<file path="src/common/ivm_pkg.sv">
// constants for the interrupt vector table map
package ivm_pkg;
  localparam int unsigned ADDR_W       = 24;
  localparam int unsigned NUM_TRAP     = 8;
  localparam int unsigned NUM_IRQ      = 118;
  localparam int unsigned VEC_W        = 7;
  localparam int unsigned PRIO_W       = 3;
  localparam logic [23:0] RESET_JUMP   = 24'h000000;
  localparam logic [23:0] RESET_TARGET = 24'h000002;
  localparam logic [23:0] TRAP_BASE    = 24'h000004;
  localparam logic [23:0] IRQ_BASE     = 24'h000014;
  localparam logic [23:0] ALT_OFFSET   = 24'h000100;
  localparam logic [6:0]  IRQ_VEC_OFS  = 7'h08;
  localparam logic [6:0]  MAX_VECTOR   = 7'h7D;
  // request numbers
  localparam int unsigned IRQ_EXT_ZERO   = 0;
  localparam int unsigned IRQ_CAP_ONE    = 1;
  localparam int unsigned IRQ_CMP_ONE    = 2;
  localparam int unsigned IRQ_TMR_ONE    = 3;
  localparam int unsigned IRQ_CAP_TWO    = 5;
  localparam int unsigned IRQ_CMP_TWO    = 6;
  localparam int unsigned IRQ_TMR_TWO    = 7;
  localparam int unsigned IRQ_TMR_THREE  = 8;
  localparam int unsigned IRQ_SER_ERR    = 9;
  localparam int unsigned IRQ_SER_DONE   = 10;
  localparam int unsigned IRQ_UART_RX    = 11;
  localparam int unsigned IRQ_UART_TX    = 12;
  localparam int unsigned IRQ_CONV_DONE  = 13;
  localparam int unsigned IRQ_I2C_TGT    = 16;
  localparam int unsigned IRQ_I2C_CTL    = 17;
  localparam int unsigned IRQ_PIN_CHANGE = 19;
  localparam int unsigned IRQ_EXT_ONE    = 20;
  localparam int unsigned IRQ_CAP_SEVEN  = 22;
  localparam int unsigned IRQ_CAP_EIGHT  = 23;
  localparam int unsigned IRQ_EXT_TWO    = 29;
  localparam int unsigned IRQ_UART_ERR   = 65;
  // trap numbers
  localparam int unsigned TRAP_OSC_FAIL  = 1;
  localparam int unsigned TRAP_ADDR_ERR  = 2;
  localparam int unsigned TRAP_STACK_ERR = 3;
  localparam int unsigned TRAP_MATH_ERR  = 4;
  typedef enum logic [1:0] {
    IVM_RESET_JUMP,
    IVM_RESET_TARGET,
    IVM_RUN
  } ivm_state_e;
endpackage

</file>
<file path="src/ivm_vector_map.sv">
// vector table mapping with traps first and assigned-priority arbitration of requests
`timescale 1ns/1ps
module ivm_vector_map (
  // clock and reset
  input  wire logic                 clk,
  input  wire logic                 reset,
  // table select
  input  wire logic                 alt_table_sel,
  // trap sources
  input  wire logic                 osc_fail_trap,
  input  wire logic                 addr_error_trap,
  input  wire logic                 stack_error_trap,
  input  wire logic                 math_error_trap,
  // peripheral sources, each with an assigned priority
  input  wire logic                 ext_pin_irq_zero,
  input  wire logic                 capture_unit_one,
  input  wire logic                 compare_unit_one,
  input  wire logic                 timer_one_event,
  input  wire logic                 capture_unit_two,
  input  wire logic                 compare_unit_two,
  input  wire logic                 timer_two_event,
  input  wire logic                 timer_three_event,
  input  wire logic                 serial_periph_error_event,
  input  wire logic                 serial_periph_done_event,
  input  wire logic                 uart_receive_event,
  input  wire logic                 uart_transmit_event,
  input  wire logic                 converter_done_event,
  input  wire logic                 i2c_target_event,
  input  wire logic                 i2c_controller_event,
  input  wire logic                 pin_change_event,
  input  wire logic                 ext_pin_irq_one,
  input  wire logic                 capture_unit_seven,
  input  wire logic                 capture_unit_eight,
  input  wire logic                 ext_pin_irq_two,
  input  wire logic                 uart_error_event,
  input  wire logic [118*3-1:0]     irq_priority,
  // core handshake
  input  wire logic                 core_accept,
  output logic                      fetch_valid,
  output logic [23:0]               fetch_addr,
  output logic [6:0]                fetch_vector,
  output logic                      fetch_is_reset,
  output logic                      req_pending,
  output logic [6:0]                pending_vector
);
  localparam int unsigned NI = ivm_pkg::NUM_IRQ;
  localparam int unsigned NT = ivm_pkg::NUM_TRAP;

  // slot address for a vector in the chosen table
  // traps start at vector 0, so one base serves traps and requests
  function automatic logic [23:0] slot_addr(input logic [6:0] vec,
                                            input logic       alt);
    logic [23:0] a;
    a = ivm_pkg::TRAP_BASE + {16'h0000, vec, 1'b0};
    if (alt) begin
      a = a + ivm_pkg::ALT_OFFSET;
    end
    return a;
  endfunction

  // priority field of one request; a zero field keeps it out
  function automatic logic [ivm_pkg::PRIO_W-1:0] prio_of(
    input logic [ivm_pkg::NUM_IRQ*ivm_pkg::PRIO_W-1:0] all,
    input int                                          n);
    return all[n*ivm_pkg::PRIO_W +: ivm_pkg::PRIO_W];
  endfunction

  // only named requests reach the arbiter; the rest stay tied low
  logic [NI-1:0] irq_raw;
  always_comb begin
    irq_raw = '0;
    irq_raw[ivm_pkg::IRQ_EXT_ZERO]   = ext_pin_irq_zero;
    irq_raw[ivm_pkg::IRQ_CAP_ONE]    = capture_unit_one;
    irq_raw[ivm_pkg::IRQ_CMP_ONE]    = compare_unit_one;
    irq_raw[ivm_pkg::IRQ_TMR_ONE]    = timer_one_event;
    irq_raw[ivm_pkg::IRQ_CAP_TWO]    = capture_unit_two;
    irq_raw[ivm_pkg::IRQ_CMP_TWO]    = compare_unit_two;
    irq_raw[ivm_pkg::IRQ_TMR_TWO]    = timer_two_event;
    irq_raw[ivm_pkg::IRQ_TMR_THREE]  = timer_three_event;
    irq_raw[ivm_pkg::IRQ_SER_ERR]    = serial_periph_error_event;
    irq_raw[ivm_pkg::IRQ_SER_DONE]   = serial_periph_done_event;
    irq_raw[ivm_pkg::IRQ_UART_RX]    = uart_receive_event;
    irq_raw[ivm_pkg::IRQ_UART_TX]    = uart_transmit_event;
    irq_raw[ivm_pkg::IRQ_CONV_DONE]  = converter_done_event;
    irq_raw[ivm_pkg::IRQ_I2C_TGT]    = i2c_target_event;
    irq_raw[ivm_pkg::IRQ_I2C_CTL]    = i2c_controller_event;
    irq_raw[ivm_pkg::IRQ_PIN_CHANGE] = pin_change_event;
    irq_raw[ivm_pkg::IRQ_EXT_ONE]    = ext_pin_irq_one;
    irq_raw[ivm_pkg::IRQ_CAP_SEVEN]  = capture_unit_seven;
    irq_raw[ivm_pkg::IRQ_CAP_EIGHT]  = capture_unit_eight;
    irq_raw[ivm_pkg::IRQ_EXT_TWO]    = ext_pin_irq_two;
    irq_raw[ivm_pkg::IRQ_UART_ERR]   = uart_error_event;
  end

  // trap 0 and traps 5 to 7 are reserved and stay tied low
  logic [NT-1:0] trap_raw;
  always_comb begin
    trap_raw = '0;
    trap_raw[ivm_pkg::TRAP_OSC_FAIL]  = osc_fail_trap;
    trap_raw[ivm_pkg::TRAP_ADDR_ERR]  = addr_error_trap;
    trap_raw[ivm_pkg::TRAP_STACK_ERR] = stack_error_trap;
    trap_raw[ivm_pkg::TRAP_MATH_ERR]  = math_error_trap;
  end

  // traps come first; the lowest set trap number wins
  logic       trap_any;
  logic [6:0] trap_vec;
  always_comb begin
    trap_any = 1'b0;
    trap_vec = '0;
    for (int i = NT - 1; i >= 0; i--) begin
      if (trap_raw[i]) begin
        trap_any = 1'b1;
        trap_vec = 7'(i);
      end
    end
  end

  // requests: highest assigned priority wins; a strict greater-than
  // keeps the lower number on a tie, and a zero field never wins
  logic                       irq_any;
  logic [6:0]                 irq_vec;
  logic [ivm_pkg::PRIO_W-1:0] irq_prio;
  always_comb begin
    irq_any  = 1'b0;
    irq_vec  = '0;
    irq_prio = '0;
    for (int n = 0; n < NI; n++) begin
      if (irq_raw[n] && prio_of(irq_priority, n) != '0 &&
          (!irq_any || prio_of(irq_priority, n) > irq_prio)) begin
        irq_any  = 1'b1;
        irq_prio = prio_of(irq_priority, n);
        irq_vec  = 7'(n) + ivm_pkg::IRQ_VEC_OFS;
      end
    end
  end

  // last pick; nothing past the final table slot is ever offered
  logic       win_any;
  logic [6:0] win_vec;
  always_comb begin
    win_any = trap_any || irq_any;
    win_vec = trap_any ? trap_vec : irq_vec;
    if (win_vec > ivm_pkg::MAX_VECTOR) begin
      win_any = 1'b0;
    end
  end

  assign req_pending    = win_any;
  assign pending_vector = win_vec;

  // boot sequence then one fetch per accepted request
  // a core that never accepts leaves the offer up while a source stays high; nothing times it out
  // the offer is made again a cycle after a take if the source stays high
  ivm_pkg::ivm_state_e state_q, state_d;
  logic        valid_q, valid_d;
  logic [23:0] addr_q, addr_d;
  logic [6:0]  vec_q, vec_d;
  logic        rst_q, rst_d;

  always_comb begin
    state_d = state_q;
    valid_d = valid_q;
    addr_d  = addr_q;
    vec_d   = vec_q;
    rst_d   = rst_q;
    unique case (state_q)
      ivm_pkg::IVM_RESET_JUMP: begin
        // the jump word stands until the core takes it
        valid_d = 1'b1;
        rst_d   = 1'b1;
        addr_d  = ivm_pkg::RESET_JUMP;
        if (valid_q && core_accept) begin
          addr_d  = ivm_pkg::RESET_TARGET;
          state_d = ivm_pkg::IVM_RESET_TARGET;
        end
      end
      ivm_pkg::IVM_RESET_TARGET: begin
        if (core_accept) begin
          valid_d = 1'b0;
          rst_d   = 1'b0;
          state_d = ivm_pkg::IVM_RUN;
        end
      end
      ivm_pkg::IVM_RUN: begin
        // offered address follows the live winner until taken
        valid_d = win_any;
        vec_d   = win_vec;
        addr_d  = slot_addr(win_vec, alt_table_sel);
        if (valid_q && core_accept) begin
          valid_d = 1'b0;
        end
      end
      default: begin
        // unused state code: start the boot fetches again
        state_d = ivm_pkg::IVM_RESET_JUMP;
        valid_d = 1'b0;
        rst_d   = 1'b1;
      end
    endcase
  end

  always_ff @(posedge clk or posedge reset) begin
    if (reset) begin
      state_q <= ivm_pkg::IVM_RESET_JUMP;
      valid_q <= 1'b0;
      addr_q  <= '0;
      vec_q   <= '0;
      rst_q   <= 1'b1;
    end else begin
      state_q <= state_d;
      valid_q <= valid_d;
      addr_q  <= addr_d;
      vec_q   <= vec_d;
      rst_q   <= rst_d;
    end
  end

  assign fetch_valid    = valid_q;
  assign fetch_addr     = addr_q;
  assign fetch_vector   = vec_q;
  assign fetch_is_reset = rst_q;
endmodule

</file>
<file path="config.mk">
export PLATFORM = sky130hd
export DESIGN_NAME = ivm_vector_map
export DESIGN_NICKNAME = d
export VERILOG_FILES = /design/src/common/ivm_pkg.sv /design/src/ivm_vector_map.sv
export SDC_FILE = /design/constraint.sdc
export NUM_CORES = 1
export LEC_CHECK = 0
export BUFFER_PORTS_ARGS = -buffer_cell sky130_fd_sc_hd__buf_4
export CORE_AREA = 2 2 165 167
export DETAILED_ROUTE_END_ITERATION = 10
export DIE_AREA = 0 0 167 169
export PLACE_DENSITY = 0.44
export RECOVER_POWER = 25
export SLEW_MARGIN = 10
export SYNTH_ARGS = -nofsm -noshare
export SYNTH_HDL_FRONTEND = slang
export SYNTH_SLANG_ARGS = --single-unit
</file>
<file path="constraint.sdc">
create_clock -name clk -period 43.6 [get_ports clk]
set_clock_uncertainty 0.05 [all_clocks]
set_input_delay 4.36 -clock clk [delete_from_list [all_inputs] [get_ports clk]]
set_output_delay 4.36 -clock clk [all_outputs]
set_load 0.01 [all_outputs]
</file>
# --- Word-level counts from Yosys, hierarchy flattened ---
# Cells that the tools add are included.
classes:
  n_lt_le_gt_ge: 21
  reduce_logical: 108
  bitwise_logic: 1
  mux: 82
  n_eq_ne: 4
  add_sub_neg: 2
ops:
  columns: ["op", "n"]
  rows:
  - ["$mux W7", 21]
  - ["$mux W3", 21]
  - ["$reduce_bool A3 Y1", 21]
  - ["$gt A3 B3 Y1", 20]
  - ["$pmux W24 S2", 1]
  - ["$logic_and A1 B1 Y1", 42]
  - ["$mux W1", 28]
  - ["$mux W24", 1]
  - ["$logic_or A1 B1 Y1", 21]
  - ["$logic_not A1 Y1", 20]
  - ["$mux W4", 4]
  - ["$add A9 B9 Y10 const B", 1]
  - ["$add A3 B8 Y9 const A", 1]
  - ["$gt A7 B7 Y1 const B", 1]
  - ["$mux W2", 3]
  - ["$pmux W2 S3", 1]
  - ["$ne A2 B2 Y1 const B", 2]
  - ["$pmux W1 S3", 1]
  - ["$reduce_and A3 Y1", 1]
  - ["$eq A2 B1 Y1 const B", 1]
  - ["$eq A2 B2 Y1 const B", 1]
  - ["$logic_not A2 Y1", 1]
  - ["$pmux W1 S2", 1]
  - ["$reduce_and A2 Y1", 1]
  - ["2 further kinds", 2]
word_totals:
  elab_cells: 223
  out_inout_bits: 41
  reg_bits: 35
  in_bits: 383

# --- Longest topological paths before layout ---
logic_depth:
  word_depth: 88
  depth_mapped: 173
  depth_no_buf: 170

# --- Worst setup path after synthesis ---
# Ideal clock, no wire load.
synth_path:
  kind: "input to output"
  start: "input port irq_priority[1]"
  end: "output port pending_vector[1]"
  path_slack_ns: 8.381
  cell_stages: 152
  path_buffers: 4
  t_required_ns: 39.190
  arrival_ns: 30.809
  cell_sequence: "and2_1 -> inv_1 -> ha_1 -> nand3_1 -> o21ai_0 -> or3_1 -> a32o_1 -> inv_1 -> ha_1 -> nand3_1 -> o21ai_0 -> o21ai_1 -> and2_1 -> clkbuf_1 -> nor2_1 -> a21oi_1 -> ha_1 -> a211oi_1 -> [... 116 more ...] -> nor2_1 -> a31o_1 -> ha_1 -> nor2b_1 -> o21a_1 -> o21ai_0 -> a21oi_1 -> nand2_1 -> o21a_1 -> ha_1 -> nor2b_1 -> o21ai_0 -> inv_1 -> o21ai_0 -> a21oi_1 -> or3_1 -> a211o_1 -> inv_2"
synth_via:
  elab_chain_cells: 84
  elab_cells_between_ends: 143
  cone_classes: "20 x order compare; 61 x mux; 62 x reduce/logical"
synth_lines:
  columns: ["element", "line", "source"]
  rows:
  - ["from (decl)", "ivm_vector_map.sv:36", "input wire logic [118*3-1:0] irq_priority,"]
  - ["$reduce_bool A3 Y1", "ivm_vector_map.sv:129", "if (irq_raw[n] && prio_of(irq_priority, n) != '0 &&"]
  - ["$logic_and A1 B1 Y1", "ivm_vector_map.sv:129", null]
  - ["$mux W3 / $mux W1 (equally long branches)", "ivm_vector_map.sv:129", null]
  - ["$gt A3 B3 Y1 / $logic_not A1 Y1 (equally long branches)", "ivm_vector_map.sv:130", "(!irq_any || prio_of(irq_priority, n) > irq_prio)) begin"]
  - ["$logic_or A1 B1 Y1", "ivm_vector_map.sv:130", null]
  - ["$logic_and A1 B1 Y1", "ivm_vector_map.sv:129", null]
  - ["$mux W3 / $mux W1 (equally long branches)", "ivm_vector_map.sv:129", null]
  - ["$gt A3 B3 Y1 / $logic_not A1 Y1 (equally long branches)", "ivm_vector_map.sv:130", null]
  - ["[... 68 more ...]", null, null]
  - ["$logic_or A1 B1 Y1", "ivm_vector_map.sv:130", null]
  - ["$logic_and A1 B1 Y1", "ivm_vector_map.sv:129", null]
  - ["$mux W3 / $mux W1 (equally long branches)", "ivm_vector_map.sv:129", null]
  - ["$gt A3 B3 Y1 / $logic_not A1 Y1 (equally long branches)", "ivm_vector_map.sv:130", null]
  - ["$logic_or A1 B1 Y1", "ivm_vector_map.sv:130", null]
  - ["$logic_and A1 B1 Y1", "ivm_vector_map.sv:129", null]
  - ["$mux W7 (*)", "ivm_vector_map.sv:129", null]
  - ["$mux W7 (*)", "ivm_vector_map.sv:143", "win_vec = trap_any ? trap_vec : irq_vec;"]
  - ["to (decl)", "ivm_vector_map.sv:44", "output logic [6:0] pending_vector"]
# Mark *: on every way between the ends. The rest lies on a longest branch, timed or not.

# --- Worst setup path in the final report ---
layout_path:
  start: "input port irq_priority[1]"
  end: "output port pending_vector[0]"
# Same word-level chain as after synthesis.

==> summary.md <==
| Metric | Value |
|---|---|
| Status | `finished clean` |
| TritonCTS clock tree | `yes` |
| Die width | `167 µm` |
| Layout area overhead | `29.8%` |
| Distinct cell type count after synthesis | `83` |
| H-tree Lvls | `1` |
| FILL cells | `2998` |
| Most frequent cells in the layout | `115 x buf_4, 71 x nand2_1, 55 x inv_1` |
| DR vias/cell | `4.48` |
| Clock buffer depth | `2` |
| Tcrit/Tclk final | `91.9%` |
| Max-cap violations | `0` |
| Crit end category | `output pin` |
| CP max FO | `12` |
| Dpl hpwl | `13.7 mm` |
| Register bit total from synthesis | `20` |
| Post-CTS Hold Buffers | `0` |
| Tightest Hold Check Type | `register to register` |
| Total power | `329 µW` |
| Yosys warns | `0` |
| Worst EP required | `39.19 ns` |
| Vias in the first global route | `4479` |
| I/O pin count | `424` |
| Max incr delay on CP | `0.63 ns` |
| FF/Latch Area | `502 µm²` |
| Fin. max-slew vios | `0` |
| Mapped Cells | `597` |
| CTS Buf Count | `3` |
| Primary FF master, synth | `dfrtp_1` |
| Crit-path slowest cell | `a21oi_1` |
| GRT Residual Overflow | `0` |
| # Post-CTS Setup Buffers | `0` |
| GRT Overall Usage | `10.6%` |
| Antenna Nets Post-Route | `0` |
| Clk_lat worst skew | `0.25 ns` |
| Routed len/inst | `14.9 µm` |
| RSZ-0062 raised after global routing | `false` |
| Row Count | `60` |
| Initial DRC Count | `194` |
| Synth Cell Area | `4320 µm²` |
| Post-cts sizing count | `0` |
| Commonest non-fill, non-tap cell in the layout | `buf_4` |
| Post-synth EDFFs | `0` |
| Area of the multi-input gates | `3510 µm²` |
| Seq/Total Area, Yosys | `11.6%` |
| Clock slew at reported path FFs | `0.06 ns` |
| Drt pass-1 iters | `5` |
| Crit path kind | `input port to output pin` |
| Clock Tree Root | `clkbuf_16` |
| Largest net degree at the start of global routing | `21` |
| Ys async rst share | `100%` |
| Final layout net count | `1143` |
| Layout cell share with drive strength beyond 1 | `24.4%` |
| Max VDD drop | `0.0000155 V` |
| Clock sinks | `20` |
| Total number of vias | `4713` |
| Worst EP arrival | `35.66 ns` |
| Worst path buffer plus inverter count | `10` |
| Final hold slack | `0.430 ns` |
| Relative slew slack | `36.6%` |
| RePlAce Congestion | `0.821` |
| Initial Utilization | `16.3%` |
| Delay-heaviest family, CP | `compound AO/OA/AOI/OAI gates` |
| Highest Clock Rate | `0.0250 GHz` |
| Final WL | `15.7 mm` |
| Crit path depth | `153` |
| Hold path cells | `2` |
| Setup violations, final | `0` |
| Die Y | `169 µm` |
| Power Density | `58.7 nW/µm²` |
| Syn Area/Cell | `7.23 µm²` |
| Area of the core | `26500 µm²` |
| P_leak | `2.53 nW` |
| ANT cells | `0` |
| Final hold violations | `0` |
| Placed cells | `1047` |
| # DRC | `0` |
| Non-filler cells, final | `1051` |
| Most frequent CP cell | `a21oi_1` |
| Worst-Margin Slew | `0.945 ns` |
| Final min period | `40.07 ns` |
| First-pass GRT wire length | `24.3 mm` |
| Setup TNS | `0 ns` |
| Die area | `28200 µm²` |
| Critical Path Start Type | `input port` |
| R2R depth | `4` |
| Input/output buffers | `117` |
| Initial antenna violation count | `0` |
layer usage:
layer	share of wire, %	vias up	wire, µm	GRT usage (%)
met5	0	-	0	0
met4	0.78	0	123	1.39
met3	4.2	9	655	1.24
met2	44	114	6930	16.8
met1	51	2172	7990	15.6
li1	-	2418	-	-
worst reg2reg max path: stages, from the launching register on:
cell      delay, ns
dfrtp_1        0.69
nand2b_1       0.56
nor2_1         0.11
nand4_1        0.13
o211ai_1       0.09
through the flow:
stage | area (µm²) | util, % | setup slack, ns
after floorplan | 4380 | - | 8.38
after global placement | 5530 | 20.9 | 3.72
after detailed placement | 5530 | 20.9 | 3.68
after CTS | 5610 | 21.2 | 3.59
after global routing | 5610 | 21.2 | 0.440
final | 5610 | 21.2 | 3.53
sequential cells by signal, indices dropped and copies added, names as in the netlist:
register        count
fetch_addr          9
fetch_vector        7
state_q             2
fetch_is_reset      1
fetch_valid         1
cells in the mapped netlist, types with 3 or more instances:
cell type / n / area share [%]
nand2_1: 71 / 6.2
inv_1: 55 / 4.8
a21oi_1: 53 / 6.1
nor2_1: 52 / 4.5
ha_1: 49 / 14
o21ai_0: 32 / 3.7
nand3_1: 25 / 2.9
dfrtp_1: 19 / 11
o31ai_1: 18 / 3.1
buf_4: 15 / 2.6
nor2b_1: 12 / 1.7
and2_1: 10 / 1.4
a211oi_1: 9 / 1.6
o31ai_2: 8 / 2.3
or3_1: 8 / 1.2
a21o_1: 7 / 1.2
mux2_2: 7 / 1.8
nand4_1: 7 / 1.0
o21ai_1: 7 / 0.81
o31a_1: 7 / 1.4
a31oi_1: 6 / 0.87
nor3_1: 6 / 0.70
o21a_1: 6 / 1.0
clkbuf_1: 5 / 0.43
o211ai_1: 5 / 0.87
a211oi_2: 4 / 1.2
a21oi_2: 4 / 0.81
nand2b_1: 4 / 0.58
nand3b_1: 4 / 0.70
o2111ai_1: 4 / 0.81
o221ai_1: 4 / 0.81
a211o_1: 3 / 0.61
a221oi_1: 3 / 0.61
a2bb2oi_1: 3 / 0.61
a32o_1: 3 / 0.70
maj3_1: 3 / 0.70
o31ai_4: 3 / 1.5
cell type report:
type                       instances  share of cell area (%)
inverter                          56                    3.75
multi-input combinational        512                    62.6
clock buffer                       4                    1.41
tap                              341                    7.61
timing repair buffer             118                    15.7
sequential                        20                    8.95
power breakdown:
part | total, mW | leakage, nW | switching (mW) | internal, mW
Combinational | 0.286 | 2.24 | 0.163 | 0.123
Clock | 0.0193 | 0.0382 | 0.00688 | 0.0125
Sequential | 0.0243 | 0.250 | 0.00226 | 0.0221
Total | 0.329 | 2.53 | 0.172 | 0.157
cell families after synthesis:
kind of cell,synth area share [%]
compound gates,38.1
fa+ha+maj,14.9
buf+inv,8.49
flops,11.6
mux,2.40
other cells,0.0868
simple gates,24.4
worst paths after layout:
kind                                           startpoint                         to  slack (ns)
worst max-delay path                      irq_priority[1]          pending_vector[0]        3.53
worst min-delay path            fetch_addr[7]$_DFFE_PP0P_  fetch_addr[7]$_DFFE_PP0P_        0.43
worst max register to register     state_q[0]$_DFFE_PP0P_  fetch_addr[5]$_DFFE_PP0P_       41.86
worst min register to register  fetch_addr[7]$_DFFE_PP0P_  fetch_addr[7]$_DFFE_PP0P_        0.43
max in group asynchronous                           reset    fetch_valid$_DFFE_PP0N_       38.80
min in group asynchronous                           reset  fetch_addr[6]$_DFFE_PP0P_        4.21
(Power assumes the default switching activity.)
